===== src/shared/abb_cfg.svh =====
`ifndef ABB_CFG_SVH
`define ABB_CFG_SVH

// Clock rates in MHz
`define ABB_CLK_MHZ        200
`define ABB_BUS_MHZ        8
`define ABB_TICK_W         5
`define ABB_TICK_LAST      5'((`ABB_CLK_MHZ + `ABB_BUS_MHZ - 1) / `ABB_BUS_MHZ - 1)

// Refresh counter
`define ABB_REF_W          10
`define ABB_REF_RESET      10'h000
`define ABB_REF_STEP       10'h001

// Address fields
`define ABB_CPU_HI         23
`define ABB_CPU_LO         2
`define ABB_SYS_HI         19
`define ABB_UPPER_LO       17
`define ABB_PER_W          20

// ROM space: 0e0000-0fffff and fe0000-ffffff images of the top 128K
`define ABB_ROM_LOW_TAG    3'h7
`define ABB_ROM_LOW_HIGH   4'h0
`define ABB_ROM_HIGH_TAG   7'h7f

// On-board I/O port, word address bits 15:2
`define ABB_IO_HI          15
`define ABB_IO_BASE        14'h0000

// DMA address split: low bits from the peripheral bus, latched byte above
`define ABB_BYTE_TOP       7
`define ABB_BYTE_UP_HI     15
`define ABB_WORD_TOP       8
`define ABB_WORD_UP_HI     16

`endif


===== src/shared/abb_pkg.sv =====
`include "abb_cfg.svh"
package abb_pkg;

  typedef enum logic [1:0] {
    ABB_RF_IDLE   = 2'b01,
    ABB_RF_ACTIVE = 2'b10
  } abb_refresh_e;

  typedef struct packed {
    abb_refresh_e                      rfState;
    logic [`ABB_REF_W-1:0]             refreshCount;
    logic                              byteStbQ;
    logic                              wordStbQ;
    logic [7:0]                        upperLatch;
    logic                              latchWord;
    logic                              latchValid;
    logic [`ABB_TICK_W-1:0]            tickCount;
    logic                              busTick;
    logic                              cpuClkEn;
    logic [`ABB_CPU_HI:`ABB_CPU_LO]    cpuAddrOut;
    logic                              cpuAddrOeN;
    logic [`ABB_SYS_HI:0]              sysAddrOut;
    logic [`ABB_SYS_HI:0]              sysAddrOeN;
    logic [`ABB_CPU_HI:`ABB_UPPER_LO]  sysUpperOut;
    logic                              sysUpperOeN;
    logic [`ABB_PER_W-1:0]             periphAddrOut;
    logic                              periphAddrOeN;
    logic                              romSelectN;
    logic                              ioPortSelectN;
  } abb_state_s;

endpackage


===== src/rtl/abb_address_buffer_bridge.sv =====
`timescale 1ns/1ps
`include "abb_cfg.svh"
// Operation
// - In a processor cycle, processor address bits 2..19 go out on the system and peripheral address buses.
// - In a processor cycle, processor address bits 17..23 go out on the system upper address lines.
// - In a processor memory cycle that hits ROM space, the ROM select is asserted.
// - In a processor I/O cycle that hits the on-board port address, the port select is asserted.
// - In a DMA cycle, system upper address lines 17..23 are driven back onto processor bits 17..23.
// - In a DMA cycle, system address bits 2..16 are driven back onto processor bits 2..16.
// - In a DMA cycle while refresh enable is low, the refresh counter value is driven on system address bits 0..9.
// - The refresh counter steps by one after each finished refresh cycle.
// - The refresh counter is 10 bits wide, covering 256K and 1M DRAM refresh.
// - On a byte strobe falling edge, peripheral address bits 0..7 pass to system address bits 0..7.
// - On a byte strobe falling edge, peripheral data 7..0 is latched and driven on system address 15..8.
// - On a word strobe falling edge, peripheral address bits 0..8 pass to system address bits 0..8.
// - On a word strobe falling edge, peripheral data 7..0 is latched and driven on system address 16..9.
// - A timer produces the 8 MHz expansion bus timing.
// - While slow-down is low, processor progress is gated to the 8 MHz bus timing.
module abb_address_buffer_bridge (
  input  wire logic                              clk,                   // 200 MHz clock
  input  wire logic                              srst,                  // Sync reset, active high
  input  wire logic                              cpuCycle,              // 1 processor cycle, 0 DMA cycle
  input  wire logic                              cpuIoCycle,            // Processor cycle is an I/O cycle
  input  wire logic [`ABB_CPU_HI:`ABB_CPU_LO]    cpuAddrIn,             // Processor address pins, input
  output logic      [`ABB_CPU_HI:`ABB_CPU_LO]    cpuAddrOut,            // Processor address pins, output
  output logic                                   cpuAddrOeN,            // Processor address drive, low drives
  input  wire logic [`ABB_SYS_HI:0]              systemAddrIn,          // System address pins, input
  output logic      [`ABB_SYS_HI:0]              systemAddrOut,         // System address pins, output
  output logic      [`ABB_SYS_HI:0]              systemAddrOeN,         // Per-bit drive, low drives
  input  wire logic [`ABB_CPU_HI:`ABB_UPPER_LO]  systemUpperAddrIn,     // Upper system address, input
  output logic      [`ABB_CPU_HI:`ABB_UPPER_LO]  systemUpperAddrOut,    // Upper system address, output
  output logic                                   systemUpperAddrOeN,    // Upper drive, low drives
  input  wire logic [`ABB_PER_W-1:0]             peripheralAddrIn,      // Peripheral address pins, input
  output logic      [`ABB_PER_W-1:0]             peripheralAddrOut,     // Peripheral address pins, output
  output logic                                   peripheralAddrOeN,     // Peripheral drive, low drives
  input  wire logic [7:0]                        peripheralData,        // Peripheral data low byte
  input  wire logic                              refreshEnableN,        // Refresh cycle, active low
  input  wire logic                              byteDmaAddrStrobeN,    // 8-bit DMA address strobe
  input  wire logic                              wordDmaAddrStrobeN,    // 16-bit DMA address strobe
  input  wire logic                              slowDownN,             // Slow to AT timing, active low
  output logic                                   romSelectN,            // ROM select, active low
  output logic                                   ioPortSelectN,         // On-board port select, active low
  output logic                                   busTick,               // 8 MHz bus timing pulse
  output logic                                   cpuClkEn               // Processor advance enable
);
  import abb_pkg::*;

  abb_state_s state;
  abb_state_s next_state;
  logic       byteFall;
  logic       wordFall;
  logic       romHit;
  logic       ioHit;

  assign byteFall = state.byteStbQ & ~byteDmaAddrStrobeN;
  assign wordFall = state.wordStbQ & ~wordDmaAddrStrobeN;
  assign romHit   = (cpuAddrIn[`ABB_SYS_HI:`ABB_UPPER_LO] == `ABB_ROM_LOW_TAG
                     && cpuAddrIn[`ABB_CPU_HI:`ABB_SYS_HI+1] == `ABB_ROM_LOW_HIGH)
                    || cpuAddrIn[`ABB_CPU_HI:`ABB_UPPER_LO] == `ABB_ROM_HIGH_TAG;
  assign ioHit    = cpuAddrIn[`ABB_IO_HI:`ABB_CPU_LO] == `ABB_IO_BASE;

  always_comb
  begin
    next_state          = state;
    next_state.byteStbQ = byteDmaAddrStrobeN;
    next_state.wordStbQ = wordDmaAddrStrobeN;

    // 200/8 is whole; ticks land every 25 cycles, exactly 8 MHz
    if (state.tickCount == `ABB_TICK_LAST)
    begin
      next_state.tickCount = '0;
      next_state.busTick   = 1'b1;
    end
    else
    begin
      next_state.tickCount = state.tickCount + 1'b1;
      next_state.busTick   = 1'b0;
    end
    next_state.cpuClkEn = slowDownN | (state.tickCount == `ABB_TICK_LAST);

    case (state.rfState)
      ABB_RF_IDLE:
      begin
        if (!refreshEnableN)
          next_state.rfState = ABB_RF_ACTIVE;
      end
      ABB_RF_ACTIVE:
      begin
        if (refreshEnableN)
        begin
          next_state.rfState      = ABB_RF_IDLE;
          next_state.refreshCount = state.refreshCount + `ABB_REF_STEP;
        end
      end
      default:
      begin
        next_state.rfState = ABB_RF_IDLE;
      end
    endcase

    // Strobe edges are taken in any cycle so the latch follows the DMA controller
    if (wordFall)
    begin
      next_state.upperLatch = peripheralData;
      next_state.latchWord  = 1'b1;
      next_state.latchValid = 1'b1;
    end
    else if (byteFall)
    begin
      next_state.upperLatch = peripheralData;
      next_state.latchWord  = 1'b0;
      next_state.latchValid = 1'b1;
    end

    next_state.cpuAddrOeN    = 1'b1;
    next_state.sysAddrOeN    = '1;
    next_state.sysUpperOeN   = 1'b1;
    next_state.periphAddrOeN = 1'b1;
    next_state.romSelectN    = 1'b1;
    next_state.ioPortSelectN = 1'b1;

    if (cpuCycle)
    begin
      next_state.sysAddrOut[`ABB_SYS_HI:`ABB_CPU_LO]    = cpuAddrIn[`ABB_SYS_HI:`ABB_CPU_LO];
      next_state.sysAddrOeN[`ABB_SYS_HI:`ABB_CPU_LO]    = '0;
      next_state.periphAddrOut[`ABB_SYS_HI:`ABB_CPU_LO] = cpuAddrIn[`ABB_SYS_HI:`ABB_CPU_LO];
      next_state.periphAddrOeN = 1'b0;
      next_state.sysUpperOut   = cpuAddrIn[`ABB_CPU_HI:`ABB_UPPER_LO];
      next_state.sysUpperOeN   = 1'b0;
      next_state.romSelectN    = ~(romHit & ~cpuIoCycle);
      next_state.ioPortSelectN = ~(ioHit & cpuIoCycle);
    end
    else
    begin
      // Upper lines win on the overlapping bits 17..19
      next_state.cpuAddrOut[`ABB_UPPER_LO-1:`ABB_CPU_LO] = systemAddrIn[`ABB_UPPER_LO-1:`ABB_CPU_LO];
      next_state.cpuAddrOut[`ABB_CPU_HI:`ABB_UPPER_LO]   = systemUpperAddrIn;
      next_state.cpuAddrOeN = 1'b0;
      if (!refreshEnableN)
      begin
        next_state.sysAddrOut[`ABB_REF_W-1:0] = state.refreshCount;
        next_state.sysAddrOeN[`ABB_REF_W-1:0] = '0;
      end
      else if (next_state.latchValid && next_state.latchWord)
      begin
        next_state.sysAddrOut[`ABB_WORD_TOP:0] = peripheralAddrIn[`ABB_WORD_TOP:0];
        next_state.sysAddrOut[`ABB_WORD_UP_HI:`ABB_WORD_TOP+1] = next_state.upperLatch;
        next_state.sysAddrOeN[`ABB_WORD_UP_HI:0] = '0;
      end
      else if (next_state.latchValid)
      begin
        next_state.sysAddrOut[`ABB_BYTE_TOP:0] = peripheralAddrIn[`ABB_BYTE_TOP:0];
        next_state.sysAddrOut[`ABB_BYTE_UP_HI:`ABB_BYTE_TOP+1] = next_state.upperLatch;
        next_state.sysAddrOeN[`ABB_BYTE_UP_HI:0] = '0;
      end
    end
  end

  always_ff @(posedge clk)
  begin
    if (srst)
    begin
      state              <= '0;
      state.rfState      <= ABB_RF_IDLE;
      state.refreshCount <= `ABB_REF_RESET;
      state.byteStbQ     <= 1'b1;
      state.wordStbQ     <= 1'b1;
      state.cpuClkEn     <= 1'b1;
      state.cpuAddrOeN   <= 1'b1;
      state.sysAddrOeN   <= '1;
      state.sysUpperOeN  <= 1'b1;
      state.periphAddrOeN <= 1'b1;
      state.romSelectN   <= 1'b1;
      state.ioPortSelectN <= 1'b1;
    end
    else
      state <= next_state;
  end

  assign cpuAddrOut         = state.cpuAddrOut;
  assign cpuAddrOeN         = state.cpuAddrOeN;
  assign systemAddrOut      = state.sysAddrOut;
  assign systemAddrOeN      = state.sysAddrOeN;
  assign systemUpperAddrOut = state.sysUpperOut;
  assign systemUpperAddrOeN = state.sysUpperOeN;
  assign peripheralAddrOut  = state.periphAddrOut;
  assign peripheralAddrOeN  = state.periphAddrOeN;
  assign romSelectN         = state.romSelectN;
  assign ioPortSelectN      = state.ioPortSelectN;
  assign busTick            = state.busTick;
  assign cpuClkEn           = state.cpuClkEn;

  a_cpu_low_out: assert property (@(posedge clk) disable iff (srst)
    cpuCycle |=> systemAddrOut[19:2] == $past(cpuAddrIn[19:2]) && peripheralAddrOut[19:2] == systemAddrOut[19:2]
                 && systemAddrOeN[19:2] == '0 && !peripheralAddrOeN)
    else $error("processor address not forwarded");
  a_cpu_upper_out: assert property (@(posedge clk) disable iff (srst)
    cpuCycle |=> systemUpperAddrOut == $past(cpuAddrIn[23:17]) && !systemUpperAddrOeN && cpuAddrOeN)
    else $error("upper address not forwarded");
  a_rom_select: assert property (@(posedge clk) disable iff (srst)
    cpuCycle && !cpuIoCycle
      |=> romSelectN == !($past(cpuAddrIn[23:17]) == 7'h07 || $past(cpuAddrIn[23:17]) == 7'h7f))
    else $error("ROM select wrong");
  a_io_select: assert property (@(posedge clk) disable iff (srst)
    cpuCycle && cpuIoCycle |=> ioPortSelectN == ($past(cpuAddrIn[15:2]) != 14'h0000) && romSelectN)
    else $error("I/O port select wrong");
  a_dma_upper_back: assert property (@(posedge clk) disable iff (srst)
    !cpuCycle |=> cpuAddrOut[23:17] == $past(systemUpperAddrIn) && !cpuAddrOeN)
    else $error("upper address not returned in DMA");
  a_dma_low_back: assert property (@(posedge clk) disable iff (srst)
    !cpuCycle |=> cpuAddrOut[16:2] == $past(systemAddrIn[16:2]))
    else $error("low address not returned in DMA");
  a_refresh_drive: assert property (@(posedge clk) disable iff (srst)
    !cpuCycle && !refreshEnableN |=> systemAddrOut[9:0] == $past(state.refreshCount) && systemAddrOeN[9:0] == '0)
    else $error("refresh address not driven");
  a_refresh_step: assert property (@(posedge clk) disable iff (srst)
    state.rfState == ABB_RF_ACTIVE && refreshEnableN
      |=> state.refreshCount == $past(state.refreshCount) + `ABB_REF_STEP)
    else $error("refresh counter did not step");
  a_byte_latch: assert property (@(posedge clk) disable iff (srst)
    byteFall && !wordFall && !cpuCycle && refreshEnableN
      |=> systemAddrOut[15:8] == $past(peripheralData) && systemAddrOut[7:0] == $past(peripheralAddrIn[7:0]))
    else $error("byte DMA address wrong");
  a_word_latch: assert property (@(posedge clk) disable iff (srst)
    wordFall && !cpuCycle && refreshEnableN
      |=> systemAddrOut[16:9] == $past(peripheralData) && systemAddrOut[8:0] == $past(peripheralAddrIn[8:0]))
    else $error("word DMA address wrong");
  a_latch_hold: assert property (@(posedge clk) disable iff (srst)
    !byteFall && !wordFall |=> $stable(state.upperLatch))
    else $error("latched upper address changed");
  a_bus_tick_period: assert property (@(posedge clk) disable iff (srst)
    busTick |=> !busTick [*8] ##1 !busTick [*8] ##1 !busTick [*8] ##1 busTick)
    else $error("bus tick period wrong");
  a_slow_gate: assert property (@(posedge clk) disable iff (srst)
    $past(!slowDownN) && cpuClkEn |-> busTick)
    else $error("processor not slowed");

endmodule


===== config.mk =====
export PLATFORM = sky130hd
export DESIGN_NAME = abb_address_buffer_bridge
export DESIGN_NICKNAME = d
export VERILOG_FILES = /design/src/shared/abb_pkg.sv /design/src/rtl/abb_address_buffer_bridge.sv
export VERILOG_INCLUDE_DIRS = /design/src /design/src/shared
export SDC_FILE = /design/constraint.sdc
export NUM_CORES = 1
export LEC_CHECK = 0
export ABC_AREA = 1
export BUFFER_PORTS_ARGS = -buffer_cell sky130_fd_sc_hd__buf_4
export CORE_ASPECT_RATIO = 0.9
export CORE_MARGIN = 5
export CORE_UTILIZATION = 25
export DETAILED_ROUTE_END_ITERATION = 6
export PLACE_DENSITY_LB_ADDON = 0.05
export SYNTH_ARGS = -nofsm -noshare
export SYNTH_HDL_FRONTEND = slang
export SYNTH_SLANG_ARGS = --single-unit

===== constraint.sdc =====
create_clock -name clk -period 1.4 [get_ports clk]
set_clock_uncertainty 0.1 [all_clocks]
set_input_delay 0.07 -clock clk [delete_from_list [all_inputs] [get_ports clk]]
set_output_delay 0.07 -clock clk [all_outputs]
set_load 0.02 [all_outputs]

==> flow_summary.ini <==
[status]
run_status = finished with violations
violated_checks = hold timing

[synth]
synthesis.area_um2 = 4530
yosysWarningCount = 0
ys_seq_elements = 100
synth_compound_gate_area_share = 0.132
yosys.area_share.adder = 0.00829
largest_family_of_logic_cells_by_synthesized_area = buffers and inverters
postSynthAreaPerCell_um2 = 7.95
async_flop_share = 0
yosys.area.top_type_share = 0.442
post_synth_main_area_contributors = sky130_fd_sc_hd__dfxtp_1, sky130_fd_sc_hd__buf_4, sky130_fd_sc_hd__nand2_1
synth_cell_types = 34
yosysSeqAreaShare = 0.442
muxShareOfSynthArea = 0
number_of_synthesized_flops_with_an_enable_pin = 0
synth_xor_area_frac = 0.00580
synthFlopType = sky130_fd_sc_hd__dfxtp_1
synth_area_leader_cell = sky130_fd_sc_hd__dfxtp_1
post_synthesis_share_of_cell_area_spent_on_and_or_nand_and_nor_gates = 0.199
instance_count_of_the_mapped_netlist = 570

[sta]
clock.fmax_mhz = 759
min_setup_slack_post_route_ns = 0.0828
finalCritPeriodShare = 0.941
worst_hold_slack_ns = -0.00269
final-hold-violation-count = 1
setup_viol = 0
final.min_clock_period_ns = 1.32
slew_viol_final = 0
tns_ns = 0

[clocking]
clock_latency_ns = 0.34
numCtsBuffers = 9
numClockSinks = 100
clock_h_tree_levels = 3
ctsLongestPathBuffers = 2
clkTransAtPathRegs_ns = 0.07
cts_root_buf = sky130_fd_sc_hd__clkbuf_16
cts_tree = done

[detailed_routing]
total_wirelength_mm = 13.3
detailroute.via_count = 3964
route.detailed.drc = 0
route.detailed.wl_per_inst_um = 13.8
ant_nets = 0
drt_first_pass_iters = 4
via_per_inst = 4.11
drt_first_iter_violations = 115

[job]
maximum_capacitance_violations = 0

[global_route]
number_of_global_route_vias_before_repair = 3933
grt_pass1_wl_mm = 20.4
grt_start_max_net_pins = 32
antenna_found_initial = 0
grt_util_all_layers = 0.122
grt-ovfl-total = 0

[power_and_ir_drop]
power-per-cell-area_nw_per_um2 = 1080
power.ir.vdd_worst_mv = 0.496
p_leak_uw = 0.00305

[worst_setup_path]
critical_path_class = reg2reg
critical_path.slowest_cell = sky130_fd_sc_hd__dfxtp_1
critPathCaptureType = flop
worst-endpoint-required_ns = 1.53
crit_path_start_kind = flop
worstPathArrival_ns = 1.45
reg2reg_slack_ns = 0.08
critical_path.cell_chain = inv_1 > ha_1 > nand3_1 > nand2_1 > or2_2
worstPathMaxFanout = 4
crit_path_max_incr_delay_ns = 0.38

[place]
portBuffers = 162
placed_cell_area_um2 = 5460
dp_hpwl_mm = 10.2
placement.setup.worst_slack_ns = 0.0207
finalWeightedCongestion = 0.779

[final_layout]
syn2layout_area_growth_pct = 42.8
layout-drive-gt1-share = 0.327
antenna_cells_inserted = 0
fin_area_um2 = 6470
final_nets = 808
multi_input_area_um2 = 1660
seq_area_um2 = 2010
fillers = 1913

[floorplan]
floorplan.die.width_um = 152
core_area_um2 = 17700
fp-row-count = 46
boundaryPins = 181
fp.dieArea_um2 = 20900
chipHeight_um = 138
floorplan.initialDensity = 0.256

[worst_hold_path]
worst_hold_path_type = in2reg
==> synth_stat cells, types with 2 or more instances <==
cell type	n
sky130_fd_sc_hd__a21oi_1	38
sky130_fd_sc_hd__a22o_1	24
sky130_fd_sc_hd__a31oi_1	2
sky130_fd_sc_hd__buf_1	3
sky130_fd_sc_hd__buf_2	5
sky130_fd_sc_hd__buf_4	91
sky130_fd_sc_hd__clkbuf_1	8
sky130_fd_sc_hd__dfxtp_1	100
sky130_fd_sc_hd__ha_1	3
sky130_fd_sc_hd__inv_1	49
sky130_fd_sc_hd__inv_2	3
sky130_fd_sc_hd__nand2_1	111
sky130_fd_sc_hd__nand2_2	4
sky130_fd_sc_hd__nand3_1	17
sky130_fd_sc_hd__nand3_4	2
sky130_fd_sc_hd__nand3b_1	9
sky130_fd_sc_hd__nor2_1	42
sky130_fd_sc_hd__nor2_2	2
sky130_fd_sc_hd__nor3_1	8
sky130_fd_sc_hd__nor4_1	3
sky130_fd_sc_hd__o211ai_1	2
sky130_fd_sc_hd__o21ai_0	30
sky130_fd_sc_hd__xor2_1	3
==> layer usage <==
layer  wire length (µm)  up-vias  part of all wire  GRT usage
li1                   -     2043                 -          -
met1               6270     1816              0.47      0.162
met2               6250       92              0.47      0.197
met3                572       13             0.043     0.0283
met4                207        0             0.016     0.0424
met5                  0        -                 0          0
==> report_power, final <==
part	switching (µW)	internal, µW	leakage [µW]
Sequential	95.8	3010	0.000825
Clock	1140	1400	0.000146
Combinational	721	650	0.00208
==> timing repair <==
action / CTS / global route
endpoints found under the setup margin: 0 / 13
hold buffers: 58 / 0
resized for setup: 0 / 31
endpoints found under the hold margin: 60 / 0
buffers inserted: 0 / 4
==> final timing paths <==
kind / start / end / cells after the start
max: state[96] / cpuClkEn / 5
min: peripheralAddrIn[1] / systemAddrOut[1] / 5
max reg2reg: state[96] / cpuClkEn / 5
min reg2reg: peripheralAddrOut[11] / peripheralAddrOut[11] / 2
==> metrics by stage <==
stage / util / power, µW / instances
2_1_floorplan: - / 3990 / 571
3_3_place_gp: 0.308 / 4370 / 886
3_5_place_dp: 0.308 / 4370 / 886
4_1_cts: 0.358 / 7110 / 960
5_1_grt: 0.365 / 7390 / 965
6_report: 0.365 / 7020 / 965
==> critical path: cells and delay by family, from the launching register on <==
| kind | cells | cell delay (ns) |
|---|---|---|
| fa+ha+maj | 1 | 0.19 |
| flops | 1 | 0.38 |
| buf+inv | 1 | 0.06 |
| simple gates | 3 | 0.48 |
==> layout make-up <==
type	instances	area share
Clock inverter	7	0.0114
Tap cell	240	0.0464
Sequential cell	100	0.310
Clock buffer	9	0.0348
Timing Repair Buffer	245	0.310
Multi-Input combinational cell	311	0.256
Inverter	53	0.0311
==> flip-flops by register name, indices dropped and copies added, names as in the netlist, 5 cells and up <==
register	cells
cpuAddrOut	22
state	29
peripheralAddrOut	15
systemUpperAddrOut	5
systemAddrOeN	5
systemAddrOut	19
==> cells in the final DEF (no fill, tap or decap), drive strengths merged <==
master / count
conb: 2
o21a: 1
dfxtp: 100
dlygate4sd3: 58
o21ai: 31
a22o: 24
clkbuf: 9
xor2: 3
ha: 3
bufinv: 1
or2: 1
nand4: 1
a31oi: 2
nor4: 3
a21boi: 1
o211ai: 2
nand2: 117
nor3: 9
buf: 187
inv: 54
nand3: 19
clkinv: 4
nand3b: 9
a21oi: 38
clkinvlp: 1
nor2: 45
==> cells by family after synthesis <==
| group | count (synthesis) |
|---|---|
| and+or+nand+nor | 203 |
| other | 1 |
| AOI/OAI and AO/OA | 99 |
| DFF | 100 |
| buffers and inverters | 161 |
| adders and majority gates | 3 |
| xor gates and xnor gates | 3 |
(Power assumes the default switching activity.)
